## src/hdl/apdu_framer_map.svh

```systemverilog
// constants: codes, field positions, limits and reset values of the apdu framer
`ifndef APDU_FRAMER_MAP_SVH
`define APDU_FRAMER_MAP_SVH

`define CLA_WRAP 8'h90
`define CLA_ISO 8'h00
`define INS_SELECT 8'hA4
`define INS_READ_BIN 8'hB0
`define INS_UPDATE_BIN 8'hD6

`define OP_KEY_REPLACE 8'hC4
`define OP_VERSION 8'h64
`define OP_CONFIG 8'h5C
`define OP_TAMPER_READ 8'hF7
`define OP_AUTH_FIRST 8'h71
`define OP_AUTH_FOLLOWUP 8'h77
`define OP_FILE_READ 8'hAD
`define OP_FILE_WRITE 8'h8D

`define SW1_NATIVE 8'h91
`define RC_OK 8'h00
`define RC_LENGTH 8'h7E
`define RC_AUTH 8'hAE
`define RC_NO_KEY 8'h40
`define RC_ILLEGAL 8'h1C
`define RC_PARAM 8'h9E
`define SW_ISO_OK 16'h9000
`define SW_ISO_LENGTH 16'h6700
`define SW_ISO_INS 16'h6D00
`define SW_ISO_CLA 16'h6E00

`define OPT_TAMPER 8'h07
`define ROOT_KEY 3'h0
`define APP_KEYS 8'h05
`define GEN_FIRST 7'h01
`define GEN_LAST 7'h04
`define KEYSEL_DEV_BIT 7
`define LRP_CAP_BIT 1
`define KEY_VER_RESET 8'h00

`define HDR_BYTES 9'h005
`define NATIVE_WR_HDR 9'h007
`define KEYREP_VER_POS 9'h011
`define KEYREP_MIN_LC 8'h12
`define WR_ATOMIC_MAX 8'h80
`define RSP_MAX 9'h100
`define APDU_MAX 9'h104

`endif

```

## src/hdl/apdu_framer_pkg.sv

```systemverilog
// types shared by the two ends of the apdu link
package apdu_framer_pkg;

  typedef enum logic [2:0] {
    DEV_RX, DEV_EXEC, DEV_RD_A, DEV_RD_D, DEV_EMIT, DEV_SW1, DEV_SW2
  } dev_state_t;

  typedef enum logic [0:0] {HOST_PASS, HOST_LE} host_state_t;

  typedef struct packed {
    logic [7:0] data;
    logic last;
    logic chain;
  } rsp_entry_t;

  typedef struct packed {
    dev_state_t st;
    logic [8:0] idx;
    logic [7:0] cla;
    logic [7:0] ins;
    logic [7:0] p1;
    logic [7:0] p2;
    logic [7:0] b4;
    logic [7:0] le;
    logic le_seen;
    logic bad_len;
    logic ovf;
    logic hdr_fault;
    logic chained;
    logic [7:0] f0;
    logic [7:0] f1;
    logic [7:0] f2;
    logic [7:0] kver;
    logic [23:0] len;
    logic [23:0] off;
    logic [15:0] sel_fid;
    logic [7:0] file_no;
    logic [7:0] sw1;
    logic [7:0] sw2;
    logic [15:0] rdat;
    logic [1:0] rlen;
    logic [8:0] rem;
    logic [7:0] ocnt;
    logic auth_active;
    logic [2:0] auth_key;
    logic [4:0][7:0] ver;
    logic [3:0][7:0] gver;
    logic tamper_en;
    logic [2:0] tamper_key;
    logic wr_valid;
    logic wr_commit;
    logic wr_atomic;
    logic [15:0] wr_addr;
    logic [7:0] wr_data;
    logic [15:0] rd_addr;
    logic cmd_ready;
    logic rsp_valid;
    logic [1:0] cnt;
    rsp_entry_t q0;
    rsp_entry_t q1;
  } dev_reg_t;

  typedef struct packed {
    host_state_t st;
    logic [8:0] cnt;
    logic [7:0] frm;
    logic wrapped;
    logic [7:0] le;
    logic req_ready;
    logic cmd_valid;
    logic [7:0] cmd_data;
    logic cmd_last;
    logic cmd_chain;
    logic [7:0] fsd;
    logic rsp_ready;
    logic resp_valid;
    logic [7:0] resp_byte;
    logic resp_end;
  } host_reg_t;

endpackage

```

## src/hdl/apdu_link_if.sv

```systemverilog
// byte-stream link between reader and tag, block frames marked by last and chain
`timescale 1ns/1ps
interface apdu_link_if;
  logic cmd_valid;
  logic [7:0] cmd_data;
  logic cmd_last;
  logic cmd_chain;
  logic cmd_ready;
  logic [7:0] fsd;
  logic rsp_valid;
  logic [7:0] rsp_data;
  logic rsp_last;
  logic rsp_chain;
  logic rsp_ready;

  modport reader (
    output cmd_valid, cmd_data, cmd_last, cmd_chain, fsd, rsp_ready,
    input cmd_ready, rsp_valid, rsp_data, rsp_last, rsp_chain
  );
  modport tag (
    input cmd_valid, cmd_data, cmd_last, cmd_chain, fsd, rsp_ready,
    output cmd_ready, rsp_valid, rsp_data, rsp_last, rsp_chain
  );
endinterface

```

## src/hdl/apdu_tag_end.sv

```systemverilog
// tag end: apdu parser, key bookkeeping, chained answers and file port
`timescale 1ns/1ps
`include "apdu_framer_map.svh"
// Operation
// RL1 - option 07h picks tamper key, read needs it
// RL2 - tamper key replaced only under root authentication
// RL3 - four device keys, leak-resilient authentication only
// RL4 - 8-bit version per key, set and queried
// RL5 - native commands only inside wrapping class
// RL6 - opcode, header, payload; return code, payload
// RL7 - only select, binary read, binary update
// RL8 - native plain fields low byte first
// RL9 - standard file fields high byte first
// RL10 - class, instruction, p1, p2, Lc, data
// RL11 - Le zero means all available data
// RL12 - one-byte Lc, at most 255 bytes
// RL13 - answer data capped at 256 bytes
// RL14 - optional data then two status bytes
// RL15 - chained frames accepted for file commands
// RL16 - answers split into frames of FSD
// RL17 - header must fit first frame else length fault
// RL18 - execute only after full reassembly
// RL19 - writes stream out before command completes
// RL20 - single-frame writes to 128 bytes atomic
// RL21 - key change needs root key 00h authentication
// RL22 - buffer overflow discards command, length fault
module apdu_tag_end
  import apdu_framer_pkg::*;
#(
  parameter logic [8:0] BUF_BYTES = 9'h080 // reassembly buffer size
) (
  input wire logic clk, // 20 MHz clock
  input wire logic reset, // synchronous, active high
  apdu_link_if.tag link, // link to the reader
  output logic [15:0] rd_addr, // file read address
  input wire logic [7:0] rd_data, // byte at rd_addr, same cycle
  input wire logic [8:0] rd_avail, // bytes available from offset
  output logic [7:0] file_no, // file addressed by file commands
  output logic [15:0] sel_fid, // last selected file identifier
  output logic wr_valid, // write byte pulse
  output logic [15:0] wr_addr, // write address
  output logic [7:0] wr_data, // write byte
  output logic wr_commit, // write command completed pulse
  output logic wr_atomic, // completed write may be committed atomically
  input wire logic [15:0] tamper_status, // tamper loop status word
  output logic auth_active // an authentication is active
);
  dev_reg_t cur;
  dev_reg_t next_cur;

  // parse, execute and answer in one next-state function
  always_comb begin
    logic [8:0] di;
    logic push;
    logic fin;
    logic [7:0] pbyte;
    logic [7:0] lc;
    logic [7:0] le;
    logic is_wr;
    logic root;
    logic [8:0] req;
    rsp_entry_t pe;
    di = cur.idx - `HDR_BYTES;
    push = 1'b0;
    fin = 1'b0;
    pbyte = 8'h00;
    lc = (cur.idx > `HDR_BYTES) ? cur.b4 : 8'h00; // RL10
    le = (cur.idx == `HDR_BYTES) ? cur.b4 : cur.le;
    is_wr = (cur.cla == `CLA_WRAP && cur.ins == `OP_FILE_WRITE) ||
            (cur.cla == `CLA_ISO && cur.ins == `INS_UPDATE_BIN);
    root = cur.auth_active && cur.auth_key == `ROOT_KEY;
    req = 9'h000;
    pe = '0;
    next_cur = cur;
    next_cur.wr_valid = 1'b0;
    next_cur.wr_commit = 1'b0;
    // drain side of the two-entry answer buffer
    if (cur.cnt != 2'h0 && link.rsp_ready) begin
      next_cur.q0 = cur.q1;
      next_cur.cnt = cur.cnt - 2'h1;
    end
    case (cur.st)
      DEV_RX: begin
        if (link.cmd_valid && cur.cmd_ready) begin
          next_cur.idx = cur.idx + 9'h001;
          case (cur.idx)
            9'h000: next_cur.cla = link.cmd_data;
            9'h001: next_cur.ins = link.cmd_data;
            9'h002: next_cur.p1 = link.cmd_data;
            9'h003: begin
              next_cur.p2 = link.cmd_data;
              next_cur.off = {9'h000, cur.p1[6:0], link.cmd_data}; // RL9
            end
            9'h004: next_cur.b4 = link.cmd_data; // RL12
            default: begin
              if (di < {1'b0, cur.b4}) begin
                case (di)
                  9'h000: next_cur.f0 = link.cmd_data;
                  9'h001: begin
                    next_cur.f1 = link.cmd_data;
                    next_cur.off[7:0] = link.cmd_data; // RL8
                  end
                  9'h002: begin
                    next_cur.f2 = link.cmd_data;
                    next_cur.off[15:8] = link.cmd_data;
                  end
                  9'h003: next_cur.off[23:16] = link.cmd_data;
                  9'h004: next_cur.len[7:0] = link.cmd_data;
                  9'h005: next_cur.len[15:8] = link.cmd_data;
                  9'h006: next_cur.len[23:16] = link.cmd_data;
                  `KEYREP_VER_POS: next_cur.kver = link.cmd_data;
                  default: next_cur.kver = cur.kver;
                endcase
                // after field decode, so native offset bytes never move a standard-file write
                if (is_wr && (cur.cla == `CLA_ISO || di >= `NATIVE_WR_HDR)) begin
                  // stream write data out before the command is complete
                  next_cur.wr_valid = 1'b1; // RL19
                  next_cur.wr_addr = cur.off[15:0];
                  next_cur.wr_data = link.cmd_data;
                  next_cur.off = cur.off + 24'h000001;
                end else if (!is_wr && cur.idx >= BUF_BYTES) begin
                  next_cur.ovf = 1'b1; // RL22
                end
              end else if (di == {1'b0, cur.b4} && !cur.le_seen) begin
                next_cur.le = link.cmd_data;
                next_cur.le_seen = 1'b1;
              end else begin
                next_cur.bad_len = 1'b1;
              end
            end
          endcase
          if (link.cmd_last && link.cmd_chain) begin
            next_cur.chained = 1'b1; // RL15
            if (cur.idx < 9'h003) begin
              next_cur.hdr_fault = 1'b1; // RL17
            end
          end
          if (link.cmd_last && !link.cmd_chain) begin
            next_cur.st = DEV_EXEC; // RL18
          end
        end
      end
      DEV_EXEC: begin
        next_cur.st = DEV_EMIT;
        next_cur.rlen = 2'h0;
        next_cur.sw1 = `SW1_NATIVE;
        next_cur.sw2 = `RC_OK;
        if (cur.cla == `CLA_WRAP) begin
          if (cur.hdr_fault || cur.ovf || cur.bad_len || cur.idx < 9'h004) begin
            next_cur.sw2 = `RC_LENGTH; // RL22
          end else begin
            // native opcode travels as the instruction byte
            case (cur.ins) // RL6
              `OP_KEY_REPLACE: begin
                if (!root) begin
                  next_cur.sw2 = `RC_AUTH; // RL21
                end else if (cur.f0 >= `APP_KEYS) begin
                  next_cur.sw2 = `RC_NO_KEY;
                end else if (lc < `KEYREP_MIN_LC) begin
                  next_cur.sw2 = `RC_LENGTH;
                end else begin
                  // tamper key is an application key, so same path
                  next_cur.ver[cur.f0[2:0]] = cur.kver; // RL2 RL4
                end
              end
              `OP_VERSION: begin
                next_cur.rlen = 2'h1; // RL4
                if (cur.f0 < `APP_KEYS) begin
                  next_cur.rdat = {8'h00, cur.ver[cur.f0[2:0]]};
                end else if (cur.f0[`KEYSEL_DEV_BIT] && cur.f0[6:0] >= `GEN_FIRST &&
                             cur.f0[6:0] <= `GEN_LAST) begin
                  next_cur.rdat = {8'h00, cur.gver[cur.f0[1:0] - 2'h1]};
                end else begin
                  next_cur.rlen = 2'h0;
                  next_cur.sw2 = `RC_NO_KEY;
                end
              end
              `OP_CONFIG: begin
                if (cur.f0 != `OPT_TAMPER) begin
                  next_cur.sw2 = `RC_PARAM;
                end else if (!root) begin
                  next_cur.sw2 = `RC_AUTH;
                end else if (cur.f1[0] && cur.f2 >= `APP_KEYS) begin
                  next_cur.sw2 = `RC_NO_KEY;
                end else begin
                  next_cur.tamper_en = cur.f1[0]; // RL1
                  next_cur.tamper_key = cur.f2[2:0];
                end
              end
              `OP_TAMPER_READ: begin
                if (cur.tamper_en && !(cur.auth_active && cur.auth_key == cur.tamper_key)) begin
                  next_cur.sw2 = `RC_AUTH; // RL1
                end else begin
                  next_cur.rdat = tamper_status; // RL8
                  next_cur.rlen = 2'h2;
                end
              end
              `OP_AUTH_FIRST, `OP_AUTH_FOLLOWUP: begin
                if (cur.f0[`KEYSEL_DEV_BIT]) begin
                  // device keys only through the leak-resilient variants
                  if (cur.f0[6:0] < `GEN_FIRST || cur.f0[6:0] > `GEN_LAST) begin
                    next_cur.sw2 = `RC_NO_KEY;
                  end else if (cur.ins == `OP_AUTH_FIRST && !cur.f1[`LRP_CAP_BIT]) begin
                    next_cur.sw2 = `RC_NO_KEY; // RL3
                  end
                end else if (cur.f0 >= `APP_KEYS) begin
                  next_cur.sw2 = `RC_NO_KEY;
                end else if (cur.ins == `OP_AUTH_FOLLOWUP && !cur.auth_active) begin
                  next_cur.sw2 = `RC_AUTH;
                end else begin
                  next_cur.auth_active = 1'b1;
                  next_cur.auth_key = cur.f0[2:0];
                end
              end
              `OP_FILE_READ: begin
                req = (cur.len == 24'h0 || cur.len > 24'h000100) ? `RSP_MAX : cur.len[8:0];
                next_cur.st = DEV_RD_A;
              end
              `OP_FILE_WRITE: begin
                next_cur.wr_commit = 1'b1;
              end
              default: next_cur.sw2 = `RC_ILLEGAL;
            endcase
          end
        end else if (cur.cla == `CLA_ISO) begin
          {next_cur.sw1, next_cur.sw2} = `SW_ISO_OK;
          if (cur.hdr_fault || cur.ovf || cur.bad_len || cur.idx < 9'h004) begin
            {next_cur.sw1, next_cur.sw2} = `SW_ISO_LENGTH;
          end else begin
            case (cur.ins) // RL7
              `INS_SELECT: next_cur.sel_fid = {cur.f0, cur.f1}; // RL9
              `INS_READ_BIN: begin
                req = (le == 8'h00) ? `RSP_MAX : {1'b0, le}; // RL11
                next_cur.st = DEV_RD_A;
              end
              `INS_UPDATE_BIN: next_cur.wr_commit = 1'b1;
              default: {next_cur.sw1, next_cur.sw2} = `SW_ISO_INS;
            endcase
          end
        end else begin
          {next_cur.sw1, next_cur.sw2} = `SW_ISO_CLA; // RL5
        end
        // answer never exceeds request, availability or 256 bytes
        next_cur.rem = (rd_avail < req) ? rd_avail : req; // RL13
        if (next_cur.st == DEV_RD_A && next_cur.rem == 9'h000) begin
          next_cur.st = DEV_SW1; // RL14
        end
        next_cur.file_no = (cur.cla == `CLA_WRAP) ? cur.f0 : cur.file_no;
        next_cur.wr_atomic = !cur.chained && lc <= `WR_ATOMIC_MAX; // RL20
      end
      DEV_RD_A: begin
        next_cur.rd_addr = cur.off[15:0];
        next_cur.st = DEV_RD_D;
      end
      DEV_RD_D: begin
        if (cur.cnt != 2'h2) begin
          push = 1'b1;
          pbyte = rd_data;
          next_cur.off = cur.off + 24'h000001;
          next_cur.rem = cur.rem - 9'h001;
          next_cur.st = (cur.rem == 9'h001) ? DEV_SW1 : DEV_RD_A;
        end
      end
      DEV_EMIT: begin
        if (cur.rlen == 2'h0) begin
          next_cur.st = DEV_SW1;
        end else if (cur.cnt != 2'h2) begin
          push = 1'b1;
          pbyte = cur.rdat[7:0];
          next_cur.rdat = {8'h00, cur.rdat[15:8]};
          next_cur.rlen = cur.rlen - 2'h1;
        end
      end
      DEV_SW1: begin
        if (cur.cnt != 2'h2) begin
          push = 1'b1;
          pbyte = cur.sw1; // RL14
          next_cur.st = DEV_SW2;
        end
      end
      DEV_SW2: begin
        if (cur.cnt != 2'h2) begin
          push = 1'b1;
          fin = 1'b1;
          pbyte = cur.sw2;
          next_cur.st = DEV_RX;
          next_cur.idx = 9'h000;
          next_cur.le_seen = 1'b0;
          next_cur.bad_len = 1'b0;
          next_cur.ovf = 1'b0;
          next_cur.hdr_fault = 1'b0;
          next_cur.chained = 1'b0;
        end
      end
      default: next_cur.st = DEV_RX;
    endcase
    // fill side: cut a frame at FSD bytes, chain unless status is done
    if (push) begin
      pe.data = pbyte;
      pe.last = fin || (cur.ocnt == link.fsd - 8'h01); // RL16
      pe.chain = pe.last && !fin;
      next_cur.ocnt = pe.last ? 8'h00 : cur.ocnt + 8'h01;
      if (next_cur.cnt == 2'h0) begin
        next_cur.q0 = pe;
      end else begin
        next_cur.q1 = pe;
      end
      next_cur.cnt = next_cur.cnt + 2'h1;
    end
    next_cur.rsp_valid = next_cur.cnt != 2'h0;
    next_cur.cmd_ready = next_cur.st == DEV_RX;
  end

  // state register; key versions start at their reset value
  always_ff @(posedge clk) begin
    if (reset) begin
      cur <= '0;
      cur.ver <= {5{`KEY_VER_RESET}};
      cur.gver <= {4{`KEY_VER_RESET}};
    end else begin
      cur <= next_cur;
    end
  end

  assign link.cmd_ready = cur.cmd_ready;
  assign link.rsp_valid = cur.rsp_valid;
  assign link.rsp_data = cur.q0.data;
  assign link.rsp_last = cur.q0.last;
  assign link.rsp_chain = cur.q0.chain;
  assign rd_addr = cur.rd_addr;
  assign file_no = cur.file_no;
  assign sel_fid = cur.sel_fid;
  assign wr_valid = cur.wr_valid;
  assign wr_addr = cur.wr_addr;
  assign wr_data = cur.wr_data;
  assign wr_commit = cur.wr_commit;
  assign wr_atomic = cur.wr_atomic;
  assign auth_active = cur.auth_active;
endmodule

```

## src/flat_wrapper.sv

```systemverilog
// flat-port wrapper written by rule: the top's interface ports become plain ports
module apdu_tag_end_flat import apdu_framer_pkg::*;
#(
  parameter logic [8:0] BUF_BYTES = 9'h080                          
)
  (clk, reset, rd_addr, rd_data, rd_avail, file_no, sel_fid, wr_valid, wr_addr, wr_data, wr_commit, wr_atomic, tamper_status, auth_active, link_cmd_valid, link_cmd_data, link_cmd_last, link_cmd_chain, link_fsd, link_rsp_ready, link_cmd_ready, link_rsp_valid, link_rsp_data, link_rsp_last, link_rsp_chain);
  apdu_link_if link_i ();
  input wire logic clk;
  input wire logic reset;
  output logic [15:0] rd_addr;
  input wire logic [7:0] rd_data;
  input wire logic [8:0] rd_avail;
  output logic [7:0] file_no;
  output logic [15:0] sel_fid;
  output logic wr_valid;
  output logic [15:0] wr_addr;
  output logic [7:0] wr_data;
  output logic wr_commit;
  output logic wr_atomic;
  input wire logic [15:0] tamper_status;
  output logic auth_active;
  input wire logic [$bits(link_i.cmd_valid)-1:0] link_cmd_valid;
  input wire logic [$bits(link_i.cmd_data)-1:0] link_cmd_data;
  input wire logic [$bits(link_i.cmd_last)-1:0] link_cmd_last;
  input wire logic [$bits(link_i.cmd_chain)-1:0] link_cmd_chain;
  input wire logic [$bits(link_i.fsd)-1:0] link_fsd;
  input wire logic [$bits(link_i.rsp_ready)-1:0] link_rsp_ready;
  output wire logic [$bits(link_i.cmd_ready)-1:0] link_cmd_ready;
  output wire logic [$bits(link_i.rsp_valid)-1:0] link_rsp_valid;
  output wire logic [$bits(link_i.rsp_data)-1:0] link_rsp_data;
  output wire logic [$bits(link_i.rsp_last)-1:0] link_rsp_last;
  output wire logic [$bits(link_i.rsp_chain)-1:0] link_rsp_chain;
  assign link_i.cmd_valid = link_cmd_valid;
  assign link_i.cmd_data = link_cmd_data;
  assign link_i.cmd_last = link_cmd_last;
  assign link_i.cmd_chain = link_cmd_chain;
  assign link_i.fsd = link_fsd;
  assign link_i.rsp_ready = link_rsp_ready;
  assign link_cmd_ready = link_i.cmd_ready;
  assign link_rsp_valid = link_i.rsp_valid;
  assign link_rsp_data = link_i.rsp_data;
  assign link_rsp_last = link_i.rsp_last;
  assign link_rsp_chain = link_i.rsp_chain;
  apdu_tag_end #(.BUF_BYTES(BUF_BYTES)) u_core (.clk(clk), .reset(reset), .link(link_i), .rd_addr(rd_addr), .rd_data(rd_data), .rd_avail(rd_avail), .file_no(file_no), .sel_fid(sel_fid), .wr_valid(wr_valid), .wr_addr(wr_addr), .wr_data(wr_data), .wr_commit(wr_commit), .wr_atomic(wr_atomic), .tamper_status(tamper_status), .auth_active(auth_active));
endmodule
```

## config.mk

```make
export PLATFORM = sky130hd
export DESIGN_NAME = apdu_tag_end_flat
export DESIGN_NICKNAME = d
export VERILOG_FILES = /design/src/hdl/apdu_framer_pkg.sv /design/src/hdl/apdu_link_if.sv /design/src/hdl/apdu_tag_end.sv /design/src/flat_wrapper.sv
export VERILOG_INCLUDE_DIRS = /design/src /design/src/hdl
export SDC_FILE = /design/constraint.sdc
export NUM_CORES = 1
export LEC_CHECK = 0
export BUFFER_PORTS_ARGS = -buffer_cell sky130_fd_sc_hd__clkbuf_2
export CORE_ASPECT_RATIO = 1.2
export CORE_MARGIN = 8
export CORE_UTILIZATION = 60
export DETAILED_ROUTE_END_ITERATION = 8
export GPL_ROUTABILITY_DRIVEN = 0
export PLACE_DENSITY = 0.81
export SLEW_MARGIN = 5
export SYNTH_ARGS = -nofsm -noshare
export SYNTH_HDL_FRONTEND = slang
export SYNTH_SLANG_ARGS = --single-unit
```

## constraint.sdc

```tcl
create_clock -name clk -period 4.3 [get_ports clk]
set_clock_uncertainty 0.1 [all_clocks]
set_input_delay 0.43 -clock clk [delete_from_list [all_inputs] [get_ports clk]]
set_output_delay 0.43 -clock clk [all_outputs]
set_load 0.005 [all_outputs]
```

==> metrics.txt <==
max-capacitance violation count=0; layout net count=1975; Tightest Pin Transition=1.04 ns; 1st-pass router iterations=6; routed len/inst=18.7 µm; Clock Tree Buf Depth=3; Post-synth top cells=dfxtp_1 (313), nor2_1 (273), nand2_1 (210); Req. time, crit path=4.67 ns; Slew Limit Fails=0; area grow syn2layout=9.59%; largest net degree at the start of global routing=150; Fin. Hold Viols=0; Initial DRC Count=1079; syn nets=1942; slowest CP cell=or4_1; Place WS=-0.0684 ns; status=finished, final reports clean; Rows=64; Placeable Area=25500 µm²; CP cell instances=or4_1, or3_4, a2111oi_4, buf_6, a21oi_1, ha_1, a21oi_1, nor2b_1, o21ai_0, o21ai_0, a211oi_2, mux2i_1, a222oi_1, nor4bb_1; final worst slack=0.145 ns; detailed-route via count=13600; Final Critical Period=4.15 ns; total track usage=25.6%; Synth top area share=40.2%; Final HPWL DP=29.0 mm; Synth area leader=dfxtp_1; fmax=241 MHz; ys flop type=dfxtp_1; CTS tree=built; Power Density=364 nW/µm²; vias in the first global route=13000; Mean Syn Cell Area=8.40 µm²; final setup violation count=0; clk sinks=313; IO Port Bufs=134; RSZ-0062 raised after global routing=no; TritonCTS buffer count=30; Initial Util=61.1%; HP Class=in2reg; Detail Route Antenna Nets=0; root buffer cell=clkbuf_16; Worst-path clk slew=0.07 ns; crit-path max FO=8; Critical path buffers and inverters=1; cell area after synthesis=15600 µm²; critical path arrival=4.52 ns; DIE AREA=31400 µm²; most numerous cell in the Yosys netlist=dfxtp_1; CP startpoint kind=flip-flop; Cell variety after synth=78; total wire length=41.7 mm; number of remaining DRC errors=0; Gate Count Post-Synth=1856; maximum level of the CTS H-tree=1; cell family with most CP delay=compound AO/OA/AOI/OAI gates; Slew Limit Headroom=30.7%; Overflow after GRT=0; EDFF count, synth=0; Vias/cell=6.08; initial antenna violation count=0; synthesized flop and latch total=313; layout cells sized above 1=13.8%; WHS=0.0336 ns; Synth async-reset ratio=0%; LEAKAGE=7.32 nW; worst vdd ir=0.282 mV; Syn. warnings=0; clk_lat worst skew=0.57 ns; Synth area leaders=dfxtp_1 (40%), mux2i_1 (11%), nor2_1 (6.6%); die width=163 µm; I/O Pins=135; ant diodes=0; Die Span Y=193 µm; Worst path max stage delay=0.54 ns; sequential area share after synthesis=40.2%; WS Path Type=reg2reg; part of the cycle the worst path needs=96.6%; first-pass GRT wire length=66.5 mm; crit end category=flip-flop
stage by stage:
stage | utilization [%] | area [µm²] | setup TNS, ns | cells | power (mW)
after CTS | 66.8 | 17100 | 0 | 2236 | 6.24
after global routing | 66.9 | 17100 | 0 | 2237 | 6.44
final | 66.9 | 17100 | 0 | 2237 | 6.23
after floorplan | - | 15600 | 0 | 1856 | 3.50
after global placement | 62.8 | 16100 | 0 | 2179 | 3.68
after detailed placement | 62.8 | 16100 | -0.0684 | 2179 | 3.70
cell usage in the layout, fill, tap and decap left out, types with 33 or more instances in the layout:
| master | n |
|---|---|
| a21oi_1 | 132 |
| buf_4 | 43 |
| clkbuf_2 | 133 |
| dfxtp_1 | 313 |
| inv_1 | 42 |
| mux2i_1 | 173 |
| nand2_1 | 210 |
| nand3_1 | 57 |
| nor2_1 | 272 |
| nor3_1 | 33 |
| o21ai_0 | 44 |
kinds of logic after synthesis:
kind of cell               count (synthesis)  share of synthesized area, %
AOI/OAI and AO/OA                        327                          13.4
xor gates and xnor gates                  43                          2.41
adders and majority gates                 31                          2.49
buffers and inverters                    226                          7.28
DFF                                      313                          40.2
muxes                                    189                          12.8
and+or+nand+nor                          727                          21.4
power breakdown:
part	switching, mW	internal, mW
sequential	0.0568	2.96
clock	1.14	1.43
combinational	0.417	0.233
total	1.61	4.61
layout make-up:
class | count | area (µm²)
well taps | 330 | 413
clock inverters | 12 | 153
clock buffers | 38 | 791
fillers | 2031 | 8450
inverters | 42 | 158
repair buffers | 185 | 1090
flip-flops and latches | 313 | 6270
multi-input cells | 1317 | 8220
worst paths after layout:
check                               start  slack, ns  depth (start not counted)                          endpoint
min reg2reg  u_core.cur[306]$_SDFFE_PP0P_       0.35                          2      u_core.cur[306]$_SDFFE_PP0P_
max reg2reg  u_core.cur[246]$_SDFFE_PP0P_       0.15                         14  u_core.link.cmd_ready$_SDFF_PP0_
min                      tamper_status[9]       0.03                          3      u_core.cur[175]$_SDFFE_PP0P_
max          u_core.cur[246]$_SDFFE_PP0P_       0.15                         14  u_core.link.cmd_ready$_SDFF_PP0_
metal layers:
| layer | share of wire (%) | up-vias | track usage (%) |
|---|---|---|---|
| met3 | 7.7 | 126 | 3.91 |
| met5 | 0 | - | 0 |
| met2 | 47 | 592 | 42.8 |
| li1 | - | 6484 | - |
| met4 | 4.8 | 0 | 13.1 |
| met1 | 41 | 6407 | 31.6 |
worst min-delay path: cells and delay by family:
| family | cells | cell delay [ns] |
|---|---|---|
| simple gates | 1 | 0.06 |
| compound gates | 1 | 0.07 |
| buf+inv | 1 | 0.09 |
state kept, by name (all words and copies together), names as in the netlist:
signal,flops
u_core.cur,233
u_core.sel_fid,16
u_core.link.rsp_chain,1
u_core.link.rsp_data,8
u_core.link.rsp_valid,1
u_core.wr_atomic,1
u_core.auth_active,1
u_core.wr_commit,1
u_core.link.cmd_ready,1
u_core.wr_addr,16
u_core.file_no,8
u_core.wr_valid,1
u_core.link.rsp_last,1
u_core.rd_addr,16
u_core.wr_data,8
repair_timing:
action                                  in CTS  in global routing
endpoints found under the setup margin       6                 32
setup buffers                                1                  1
endpoints found under the hold margin        6                  0
hold buffers                                 6                  0
pin swaps                                    2                  2
resized for setup                            1                  4
Note: power is estimated with default switching activity, not from simulation.
